`config.mk`:
```
export PLATFORM = sky130hd
export DESIGN_NAME = lble_engine
export DESIGN_NICKNAME = d
export VERILOG_FILES = /design/src/hdl/lble_engine.v
export VERILOG_INCLUDE_DIRS = /design/src /design/src/hdl
export SDC_FILE = /design/constraint.sdc
export NUM_CORES = 1
export LEC_CHECK = 0
export BUFFER_PORTS_ARGS = -buffer_cell sky130_fd_sc_hd__buf_2
export CAP_MARGIN = 0
export CORE_MARGIN = 5
export CORE_UTILIZATION = 35
export DETAILED_ROUTE_END_ITERATION = 10
export SYNTH_ARGS = -nofsm -noshare
export SYNTH_HDL_FRONTEND = slang
export SYNTH_HIERARCHICAL = 1
export SYNTH_SLANG_ARGS = --single-unit
```
`constraint.sdc`:
```
create_clock -name clk_sys_in -period 6.2 [get_ports clk_sys_in]
set_input_delay 0.31 -clock clk_sys_in [delete_from_list [all_inputs] [get_ports clk_sys_in]]
set_output_delay 0.31 -clock clk_sys_in [all_outputs]
set_load 0.01 [all_outputs]
```
`src/hdl/lble_consts.vh`:
```
// constants of the ladder bit logic engine
`ifndef LBLE_CONSTS_VH
`define LBLE_CONSTS_VH
`define LBLE_PM_AW         13
`define LBLE_DM_AW         12
`define LBLE_WORD_W        16
`define LBLE_START_ADDR    13'h0000
`define LBLE_STACK_DEPTH   8
`define LBLE_STACK_PW      4
`define LBLE_OPC_MSB       15
`define LBLE_OPC_LSB       12
`define LBLE_NWORDS_MSB    11
`define LBLE_NWORDS_LSB    10
`define LBLE_BIT_MSB       9
`define LBLE_BIT_LSB       0
`define LBLE_OP_NOP        4'h0
`define LBLE_OP_LOAD       4'h1
`define LBLE_OP_LOAD_INV   4'h2
`define LBLE_OP_AND        4'h3
`define LBLE_OP_AND_INV    4'h4
`define LBLE_OP_OR         4'h5
`define LBLE_OP_OR_INV     4'h6
`define LBLE_OP_DRIVE      4'h7
`define LBLE_OP_DRIVE_INV  4'h8
`define LBLE_OP_BLK_AND    4'h9
`define LBLE_OP_BLK_OR     4'ha
`define LBLE_OP_END        4'hf
`endif

```
`src/hdl/lble_engine.v`:
```
// ladder bit logic execution engine
// Summary of operation
// [RULE_01] one address holds one to four words
// [RULE_02] execution starts at zero, ascends sequentially
// [RULE_03] first word: opcode, definers, lone bit
// [RULE_04] following words are up to three operands
// [RULE_05] load sets condition, inverted load inverts
// [RULE_06] and combines condition with operand bit
// [RULE_07] inverted and uses complemented operand bit
// [RULE_08] or and inverted or combine condition
// [RULE_09] each result feeds the next instruction
// [RULE_10] drive writes condition to operand bit
// [RULE_11] inverted drive writes complemented condition
// [RULE_12] scan stops at terminator; none means idle
// [RULE_13] mid-line load pushes; block ops pop
// [RULE_14] buffer holds eight pending blocks
// [RULE_15] written bits visible later in scan
// [RULE_16] sixteen-bit words, operands fetched sequentially
`include "lble_consts.vh"
// last-in first-out buffer of unused execution conditions
module lble_cond_buffer
#(
   parameter DEPTH = `LBLE_STACK_DEPTH,
   parameter PW    = `LBLE_STACK_PW
)
(
   input  wire   clk_sys_in,
   input  wire   rst_b_in,
   input  wire   clear_in,
   input  wire   push_in,
   input  wire   pop_in,
   input  wire   bit_in,
   output wire   top_out,
   output wire   empty_out,
   output wire   full_out
);
   reg [DEPTH-1:0]  bits_q;
   reg [PW-1:0]     level_q;

   assign top_out   = bits_q[0];
   assign empty_out = (level_q == {PW{1'b0}});
   assign full_out  = (level_q == DEPTH[PW-1:0]);

   // a push when full or a pop when empty leaves the buffer untouched
   always @(posedge clk_sys_in)
   begin
      if (!rst_b_in || clear_in)
      begin
         bits_q  <= {DEPTH{1'b0}};
         level_q <= {PW{1'b0}};
      end
      else if (push_in && !full_out)
      begin
         bits_q  <= {bits_q[DEPTH-2:0], bit_in}; // RULE_13
         level_q <= level_q + 1'b1; // RULE_14
      end
      else if (pop_in && !empty_out)
      begin
         bits_q  <= {1'b0, bits_q[DEPTH-1:1]}; // RULE_13
         level_q <= level_q - 1'b1;
      end
   end
endmodule

module lble_engine
(
   input  wire                          clk_sys_in,
   input  wire                          rst_b_in,
   input  wire                          run_in,
   output reg  [`LBLE_PM_AW-1:0]        pm_addr_out,
   input  wire [`LBLE_WORD_W-1:0]       pm_data_in,
   output reg  [`LBLE_DM_AW-1:0]        dm_addr_out,
   output reg                           dm_rd_out,
   input  wire                          dm_rdata_in,
   output reg                           dm_wr_out,
   output reg                           dm_wdata_out,
   output reg                           cond_out,
   output reg                           scan_done_out,
   output reg                           no_end_out,
   output reg                           stack_err_out
);
   localparam [6:0] ST_CHECK = 7'h01;
   localparam [6:0] ST_FETCH = 7'h02;
   localparam [6:0] ST_DEC   = 7'h04;
   localparam [6:0] ST_OPER  = 7'h08;
   localparam [6:0] ST_READ  = 7'h10;
   localparam [6:0] ST_EXEC  = 7'h20;
   localparam [6:0] ST_IDLE  = 7'h40;

   reg [6:0]                    state_q;
   reg [`LBLE_PM_AW-1:0]        pc_q;
   reg [3:0]                    opc_q;
   reg [1:0]                    left_q;
   reg [`LBLE_DM_AW-1:0]        bit_q;
   reg                          first_q;
   reg                          found_q;
   reg                          opnd;
   reg                          cond_d;
   reg                          buf_push;
   reg                          buf_pop;
   reg                          buf_err;
   wire                         buf_top;
   wire                         buf_empty;
   wire                         buf_full;
   wire                         buf_clear;
   wire [3:0]                   opc_w;

   assign opc_w = pm_data_in[`LBLE_OPC_MSB:`LBLE_OPC_LSB];

   always @*
   begin
      opnd = dm_rdata_in;
   end

   // a terminator empties the buffer for the next scan
   assign buf_clear = (state_q == ST_DEC) && (opc_w == `LBLE_OP_END); // RULE_12

   // pending block conditions
   lble_cond_buffer
   #(
      .DEPTH (`LBLE_STACK_DEPTH),
      .PW    (`LBLE_STACK_PW)
   )
   lble_cond_buffer_inst
   (
      .clk_sys_in (clk_sys_in),
      .rst_b_in   (rst_b_in),
      .clear_in   (buf_clear),
      .push_in    (buf_push),
      .pop_in     (buf_pop),
      .bit_in     (cond_out),
      .top_out    (buf_top),
      .empty_out  (buf_empty),
      .full_out   (buf_full)
   );

   // next execution condition and buffer requests of the instruction in execution
   always @*
   begin
      cond_d   = cond_out; // RULE_09
      buf_push = 1'b0;
      buf_pop  = 1'b0;
      if (state_q == ST_EXEC)
      begin
         case (opc_q)
            `LBLE_OP_LOAD:
            begin
               cond_d   = opnd; // RULE_05
               buf_push = !first_q; // RULE_13
            end
            `LBLE_OP_LOAD_INV:
            begin
               cond_d   = ~opnd; // RULE_05
               buf_push = !first_q; // RULE_13
            end
            `LBLE_OP_AND:     cond_d = cond_out & opnd; // RULE_06
            `LBLE_OP_AND_INV: cond_d = cond_out & ~opnd; // RULE_07
            `LBLE_OP_OR:      cond_d = cond_out | opnd; // RULE_08
            `LBLE_OP_OR_INV:  cond_d = cond_out | ~opnd; // RULE_08
            `LBLE_OP_BLK_AND:
            begin
               buf_pop = 1'b1;
               if (!buf_empty)
                  cond_d = cond_out & buf_top; // RULE_13
            end
            `LBLE_OP_BLK_OR:
            begin
               buf_pop = 1'b1;
               if (!buf_empty)
                  cond_d = cond_out | buf_top; // RULE_13
            end
            default:
            begin
               cond_d = cond_out;
            end
         endcase
      end
      // refused pop keeps the condition; refused push or pop raises the error
      buf_err = (buf_push && buf_full) || (buf_pop && buf_empty); // RULE_14
   end

   always @(posedge clk_sys_in)
   begin
      if (!rst_b_in)
      begin
         state_q       <= ST_CHECK;
         pc_q          <= `LBLE_START_ADDR;
         pm_addr_out   <= `LBLE_START_ADDR;
         opc_q         <= `LBLE_OP_NOP;
         left_q        <= 2'h0;
         bit_q         <= {`LBLE_DM_AW{1'b0}};
         first_q       <= 1'b1;
         found_q       <= 1'b0;
         dm_addr_out   <= {`LBLE_DM_AW{1'b0}};
         dm_rd_out     <= 1'b0;
         dm_wr_out     <= 1'b0;
         dm_wdata_out  <= 1'b0;
         cond_out      <= 1'b0;
         scan_done_out <= 1'b0;
         no_end_out    <= 1'b0;
         stack_err_out <= 1'b0;
      end
      else
      begin
         dm_rd_out     <= 1'b0;
         dm_wr_out     <= 1'b0;
         scan_done_out <= 1'b0;
         case (state_q)
            // first pass: look for a terminator before running anything
            ST_CHECK:
            begin
               if (opc_w == `LBLE_OP_END)
               begin
                  found_q     <= 1'b1;
                  no_end_out  <= 1'b0;
                  pm_addr_out <= `LBLE_START_ADDR; // RULE_02
                  state_q     <= ST_FETCH;
               end
               else if (pm_addr_out == {`LBLE_PM_AW{1'b1}})
               begin
                  no_end_out  <= 1'b1; // RULE_12
                  state_q     <= ST_IDLE;
               end
               else
                  pm_addr_out <= pm_addr_out + 1'b1;
            end
            ST_IDLE:
            begin
               state_q <= ST_IDLE;
            end
            ST_FETCH:
            begin
               pm_addr_out <= pc_q; // RULE_02
               if (run_in && found_q)
                  state_q <= ST_DEC;
            end
            ST_DEC:
            begin
               opc_q  <= opc_w; // RULE_03
               left_q <= pm_data_in[`LBLE_NWORDS_MSB:`LBLE_NWORDS_LSB]; // RULE_01
               bit_q  <= {2'b00, pm_data_in[`LBLE_BIT_MSB:`LBLE_BIT_LSB]}; // RULE_03
               if (opc_w == `LBLE_OP_END)
               begin
                  pc_q          <= `LBLE_START_ADDR; // RULE_12
                  pm_addr_out   <= `LBLE_START_ADDR;
                  first_q       <= 1'b1;
                  scan_done_out <= 1'b1;
                  state_q       <= ST_FETCH;
               end
               else if (pm_data_in[`LBLE_NWORDS_MSB:`LBLE_NWORDS_LSB] != 2'h0)
               begin
                  pm_addr_out <= pm_addr_out + 1'b1; // RULE_16
                  state_q     <= ST_OPER;
               end
               else
               begin
                  dm_addr_out <= {2'b00, pm_data_in[`LBLE_BIT_MSB:`LBLE_BIT_LSB]};
                  dm_rd_out   <= 1'b1;
                  state_q     <= ST_READ;
               end
            end
            // operand words; the last one names the bit
            ST_OPER:
            begin
               bit_q  <= pm_data_in[`LBLE_DM_AW-1:0]; // RULE_04
               left_q <= left_q - 1'b1;
               if (left_q == 2'h1)
               begin
                  dm_addr_out <= pm_data_in[`LBLE_DM_AW-1:0];
                  dm_rd_out   <= 1'b1;
                  state_q     <= ST_READ;
               end
               else
                  pm_addr_out <= pm_addr_out + 1'b1; // RULE_16
            end
            ST_READ:
            begin
               state_q <= ST_EXEC;
            end
            ST_EXEC:
            begin
               cond_out <= cond_d; // RULE_09
               if (buf_err)
                  stack_err_out <= 1'b1; // RULE_14
               if ((opc_q == `LBLE_OP_LOAD) || (opc_q == `LBLE_OP_LOAD_INV))
                  first_q <= 1'b0;
               if ((opc_q == `LBLE_OP_DRIVE) || (opc_q == `LBLE_OP_DRIVE_INV))
               begin
                  dm_addr_out  <= bit_q;
                  dm_wr_out    <= 1'b1; // RULE_15
                  dm_wdata_out <= (opc_q == `LBLE_OP_DRIVE) ? cond_out : ~cond_out; // RULE_10 RULE_11
                  first_q      <= 1'b1;
               end
               // next instruction starts at the word after the last one used
               pc_q        <= pm_addr_out + 1'b1; // RULE_02
               pm_addr_out <= pm_addr_out + 1'b1;
               state_q     <= ST_FETCH;
            end
            default:
            begin
               state_q <= ST_CHECK;
            end
         endcase
      end
   end
endmodule

```
### After elaboration in Yosys (flattened, before gate mapping)

Index checks and enable logic that the tools add are counted.
Widths: inputs -> output; s select.

* add/subtract/negate cells: 4
* equality and inequality tests: 34
* muxes and demuxes: 46
* bitwise logic cells: 8
* reductions and logical operators: 37

Operators by type and width (count)
* $mux 13: 6
* $pmux 13 s5: 1
* $pmux 7 s7: 1
* $mux 12: 4
* $pmux 12 s3: 1
* $mux 7: 4
* $pmux 13 s2: 1
* $pmux 12 s2: 1
* $eq 4x4->1 const B: 5
* $mux 1: 17
* $eq 4x3->1 const B: 4
* $mux 8: 2
* $ne 2x2->1 const B: 7
* $reduce_and 2->1: 7
* $add 13x1->13 const B: 1
* $eq 13x13->1 const B: 1
* $mux 5: 2
* $reduce_bool 2->1: 5
* $eq 4x2->1 const B: 2
* $mux 4: 2
* $pmux 1 s8: 1
* $reduce_and 4->1: 2
* $reduce_bool 8->1: 1
* $eq 7x1->1 const B: 1
* other kinds (28): 50

* register bits after elaboration: 84
* bits of input ports: 20
* output and inout port bits: 32
* word-level logic and storage cells: 147

### Depth between registers and ports, before layout

* depth in word-level cells: 7
* depth in mapped cells: 11

### Modules after synthesis

Netlist, hierarchy kept.

By module, submodules not included
* lble_engine: times used 1, cells each 428, area an instance 3585.9 sq um, seq. area each 1441.4 sq um
* lble_cond_buffer: times used 1, cells each 67, area an instance 681.9 sq um, seq. area each 240.2 sq um

### Worst setup path after synthesis

No wires, ideal clock.

* path kind: reg-to-reg
* start point: register state_q[0]
* end point: register lble_cond_buffer_inst.level_q[3]
* library setup time: 0.134 ns
* data arrival time: 2.892 ns
* data required time: 6.066 ns
* setup slack: 3.173 ns
* stages on the path, launching flop included: 12
* period minus slack after synthesis: 3.027 ns
* cell sequence: dfxtp_1 nor2_1 nand4_1 nor3_1 and2_4 clkinv_4 buf_8 ha_1 a21o_1 a211oi_1 mux2i_1 a31oi_1

* longest elaborated chain between the ends: 4
* elaborated cells on any way between the ends: 10
* classes of those cells: 2 x eq/ne; 3 x mux; 5 x reduce/logical

RTL lines
* start, declared: RTL line lble_engine.v:90 `reg [6:0] state_q;`
* start signal, assigned: RTL line lble_engine.v:186 `state_q <= ST_CHECK;`
* start signal, assigned: RTL line lble_engine.v:217 `state_q <= ST_FETCH;`
* start signal, assigned: RTL line lble_engine.v:222 `state_q <= ST_IDLE;`
* $eq 7x6->1 *: RTL line lble_engine.v:143 `if (state_q == ST_EXEC)`
* $mux 1 *: RTL line lble_engine.v:143
* via buf_push: RTL line lble_engine.v:99 `reg buf_push;`
* $logic_and 1x1->1 *: RTL line lble_engine.v:52 `else if (push_in && !full_out)`
* $mux 4 or $reduce_bool 2->1 (tied branches)
* end signal, assigned: RTL line lble_engine.v:50 `level_q <= {PW{1'b0}};`
* end signal, assigned: RTL line lble_engine.v:55 `level_q <= level_q + 1'b1;`
* end signal, assigned: RTL line lble_engine.v:60 `level_q <= level_q - 1'b1;`
* end, declared: RTL line lble_engine.v:38 `reg [PW-1:0] level_q;`

Mark *: on every way through the listed nets, which the timed path passes. The rest lies on a longest branch.
A chain may end at the register's enable or synchronous reset.

### Worst setup path after layout

Same ends and word-level chain as after synthesis.

==> run summary <==
The run finished with clean final reports. The run gives 0.01450 sq mm as the full die area. In this run, the combinational gates consume 30.5% of the power.

At the worst endpoint, the required time is 6.40 ns. Clock-pin slew was measured on the worst setup and hold paths at 0.06 ns. Buffers placed on the I/O ports in this run total 51. Timing would allow up to 255.3 MHz. The internal portion of the total power is 1123 uW. In this run the core area contains 40 standard-cell rows.

By area the synthesized netlist is led by sky130_fd_sc_hd__dfxtp_1 39%, sky130_fd_sc_hd__nand2_1 5.1%, sky130_fd_sc_hd__a21oi_1 5.0%. The fraction of synthesis flops using an asynchronous set or reset pin works out to 0%. The remaining global-route overflow is 0, and the share of layout cells above drive strength 1 is 18.76%.

For this configuration, the core starts out at a cell density of 35.68%. TritonCTS built the clock tree. The area of the multi-input gates was 0.002377 sq mm; the vertical extent of the die was 120.4 microns. The power dissipated by switching net loads is 586.8 uW, and the fraction of the cycle the final worst path needs is 63.18%.

Routed length per placed instance: 16.02 microns. Across all layers, the routed design uses 3783 vias. The synthesized netlist cell count is 495, and the floorplan core area is 0.01196 sq mm. For the total wirelength of the detailed-routed design, the log shows 10890 microns. The root buffer selected by CTS was sky130_fd_sc_hd__clkbuf_16. For the global routing usage summed across all routing layers, the log shows 15.16%.

The tools report the kind of capture point of the worst setup path as a flop. The tools report the maximum number of pins on one net before global-route repair as 51. Net switching is 34.32% of the power. Registers are responsible for 37.6% of the overall power. The tools report the routed length on met3 as 528 microns.

After detailed routing, the met2 layer carries 5041 microns of wire. Of all cell types, the one taking the most synthesized area is sky130_fd_sc_hd__dfxtp_1. The synthesis warning total was 6. The tools report the wire length of the first global-routing pass as 18050 microns. The largest fanout on the critical path came out at 16. The tools report the clock network fraction of design power as 31.9%.

The count of inserted antenna diode cells is 0. The share of the synthesized area in the top cell type was 39.40%. The tool flagged a number of max-cap violations equal to 0.

The logs give 0.001682 sq mm for the register area and 0.33 ns for the clock insertion delay at the later pin of the skew report. The synthesized netlist occupies a cell area of 0.004268 sq mm. For the wire length on met1, the log shows 5207 microns. The area growth from synthesis to layout is 14.57%. The synthesized area per cell is 8.622 sq um, and the antenna violation net count after detailed routing is 0.

The run gives 188.2 uV as the worst voltage drop across the vdd grid. Dividing the detail-routed via count by the number of cells gives 5.563. No sink is reached through more buffers than the 2 on the longest clock path. The post-CTS repair timing setup buffer count is 0. For the net count after synthesis, the log shows 520. STA classifies the critical path startpoint as a flop. STA puts the critical path data arrival time at 4.12 ns.

Type of the setup path with the least slack: flop to flop. Yosys mapped a number of flops with a built-in enable equal to 0. The total leakage power is 0.001898 uW, and the routability-driven placement congestion ratio is 0.8612. Total power divided by cell area: 349.7 mW/mm^2.

In this run, the number of DRC markers left after iteration 0 of detailed routing was 350. In this run, post-CTS repair resized a total of 0 instances. The initial antenna violation count came out at 0. For the final count of hold timing violations, the log shows 0. The logs give 84 for the total clock sinks and 39.40% for the sequential element share of the synthesized area. The clock period could shrink to 3.917 ns. After clock tree synthesis, the flow added hold-fix buffers numbering 0. The worst pin sits at a relative slew slack of 26.04%. In the routed design, unresolved DRC markers number 0.

The pre-antenna-repair detailed-routing pass consisted of 4 iterations. For the via count of the first global-routing pass, the log shows 3611. The number of failing setup endpoints in the final timing report was 0; the H-tree depth reported by CTS was 3. Setup repair after global routing left no endpoint under its margin. The logs give 68 for the number of library cell types mapped by synthesis and 0.004369 ns for the maximum clock skew at final layout.

Top flip-flop cell by instance count after synthesis: sky130_fd_sc_hd__dfxtp_1. The overall die width came out at 120.4 microns. The HPWL reported at the end of detailed placement came out at 7498 microns. Counting the buffers created by CTS gives 9. The post-layout utilization of the core was 40.88%.

The run gives 553 as the number of nets in the layout. The number of ports placed on the die boundary was 52. The synthesized design contains 84 register bits.

In this run the top signal layer used is met4. Adding up every negative setup slack in the final design gives 0 ns. The run gives 0 as the count of final max-slew check failures. At the pin with the least slew margin, the transition time is 1.105 ns.

Number of fill cells: 1175. The tightest min-delay check is of the input pin to flop type.
synth_stat cells, types with 10 or more instances:
cell and n:
sky130_fd_sc_hd__a211oi_1 12, sky130_fd_sc_hd__a211oi_2 12, sky130_fd_sc_hd__mux2i_1 13, sky130_fd_sc_hd__inv_1 12
sky130_fd_sc_hd__clkbuf_1 22, sky130_fd_sc_hd__dfxtp_1 84, sky130_fd_sc_hd__a22oi_1 26, sky130_fd_sc_hd__a21oi_1 43
sky130_fd_sc_hd__nor3_1 11, sky130_fd_sc_hd__xnor2_1 10, sky130_fd_sc_hd__nand2_1 58, sky130_fd_sc_hd__nor2_1 51
sky130_fd_sc_hd__a311oi_1 12
worst max-delay path, cell delays in order (launching register included):
cell and delay (ns):
sky130_fd_sc_hd__dfxtp_1 0.36, sky130_fd_sc_hd__nor2_1 0.35, sky130_fd_sc_hd__nand4_1 0.67, sky130_fd_sc_hd__nor3_1 0.84, sky130_fd_sc_hd__and2_4 0.33, sky130_fd_sc_hd__clkinv_4 0.12, sky130_fd_sc_hd__ha_1 0.31, sky130_fd_sc_hd__a21o_1 0.20
sky130_fd_sc_hd__a211oi_1 0.28, sky130_fd_sc_hd__mux2i_1 0.23, sky130_fd_sc_hd__a31oi_1 0.10
power groups by stage:
stage | Sequential (uW) | Combinational, uW | Clock, uW
after floorplan | 649 | 402 | 0
after global placement | 650 | 512 | 0
after detailed placement | 653 | 521 | 0
after CTS | 641 | 523 | 559
after global routing | 650 | 570 | 582
final | 643 | 522 | 545
stage by stage:
step / power [uW] / hold slack (ns) / worst slack, ns / instances / area, sq um
floorplan: 1050 / 0.4366 / 3.173 / 495 / 4268
global placement: 1162 / 0.4410 / 2.468 / 664 / 4586
detailed placement: 1174 / 0.4478 / 2.235 / 664 / 4586
CTS: 1723 / 0.2173 / 2.221 / 680 / 4890
global route: 1802 / 0.2308 / 1.862 / 680 / 4890
finish: 1710 / 0.2264 / 2.283 / 680 / 4890
area by class of cell:
| cell class | instances | area share, % |
|---|---|---|
| timing repair buffer | 55 | 5.834 |
| inverter | 14 | 1.177 |
| clock inverter | 4 | 0.9724 |
| sequential | 84 | 34.39 |
| tap | 147 | 3.762 |
| clock buffer | 12 | 5.246 |
| multi-input combinational | 364 | 48.62 |
final timing paths:
path | slack, ns | end | from | cells after the start
max | 2.28 | lble_cond_buffer_inst/level_q[3] | state_q[0] | 10
max reg2reg | 2.28 | lble_cond_buffer_inst/level_q[3] | state_q[0] | 10
min | 0.23 | bit_q[8] | pm_data_in[8] | 3
min reg2reg | 0.45 | bit_q[3] | bit_q[3] | 2
per-layer routing:
layer | GRT usage (%) | up-vias
met5 | 0 | -
li1 | - | 1884
met1 | 20.23 | 1803
met2 | 24.45 | 83
met4 | 4.037 | 0
met3 | 3.835 | 13
cells by family (layout without fill, tap and decap cells):
group                      after synthesis  after routing  synth area share (%)
adders and majority gates                5              5                 1.642
xor gates and xnor gates                17             17                 3.489
buffers and inverters                   47             85                 4.896
AOI/OAI and AO/OA                      150            150                 26.41
and+or+nand+nor                        178            178                 20.84
muxes                                   14             14                 3.313
DFF                                     84             84                 39.40
sequential cells by signal, summed over array words and instances, names as in the netlist:
register                       cells
lble_cond_buffer_inst/level_q      4
pm_addr_out                       13
bit_q                             12
dm_addr_out                       12
pc_q                              13
dm_wr_out                          1
found_q                            1
state_q                            7
no_end_out                         1
first_q                            1
left_q                             2
lble_cond_buffer_inst/bits_q       8
cond_out                           1
dm_wdata_out                       1
scan_done_out                      1
stack_err_out                      1
dm_rd_out                          1
opc_q                              4
layout by cell type, fill, tap and decap left out, drive strengths merged, types with 3 or more instances in the layout:
cell type   n
xor2        7
buf        55
nor2b       8
a311oi     12
o41ai       3
dfxtp      84
and2        6
clkbuf     12
nor2       52
o211ai      7
nor3       12
a32o        4
and3        3
mux2i      13
nand4       5
nor4        5
a2bb2oi     4
nand2b      3
xnor2      10
nand3       8
inv        13
a21oi      43
ha          4
nand3b      3
o31ai       3
o21ai      10
a211oi     24
clkinv      3
a22oi      26
nand2      58
or4b        3
(Power assumes the default switching activity.)
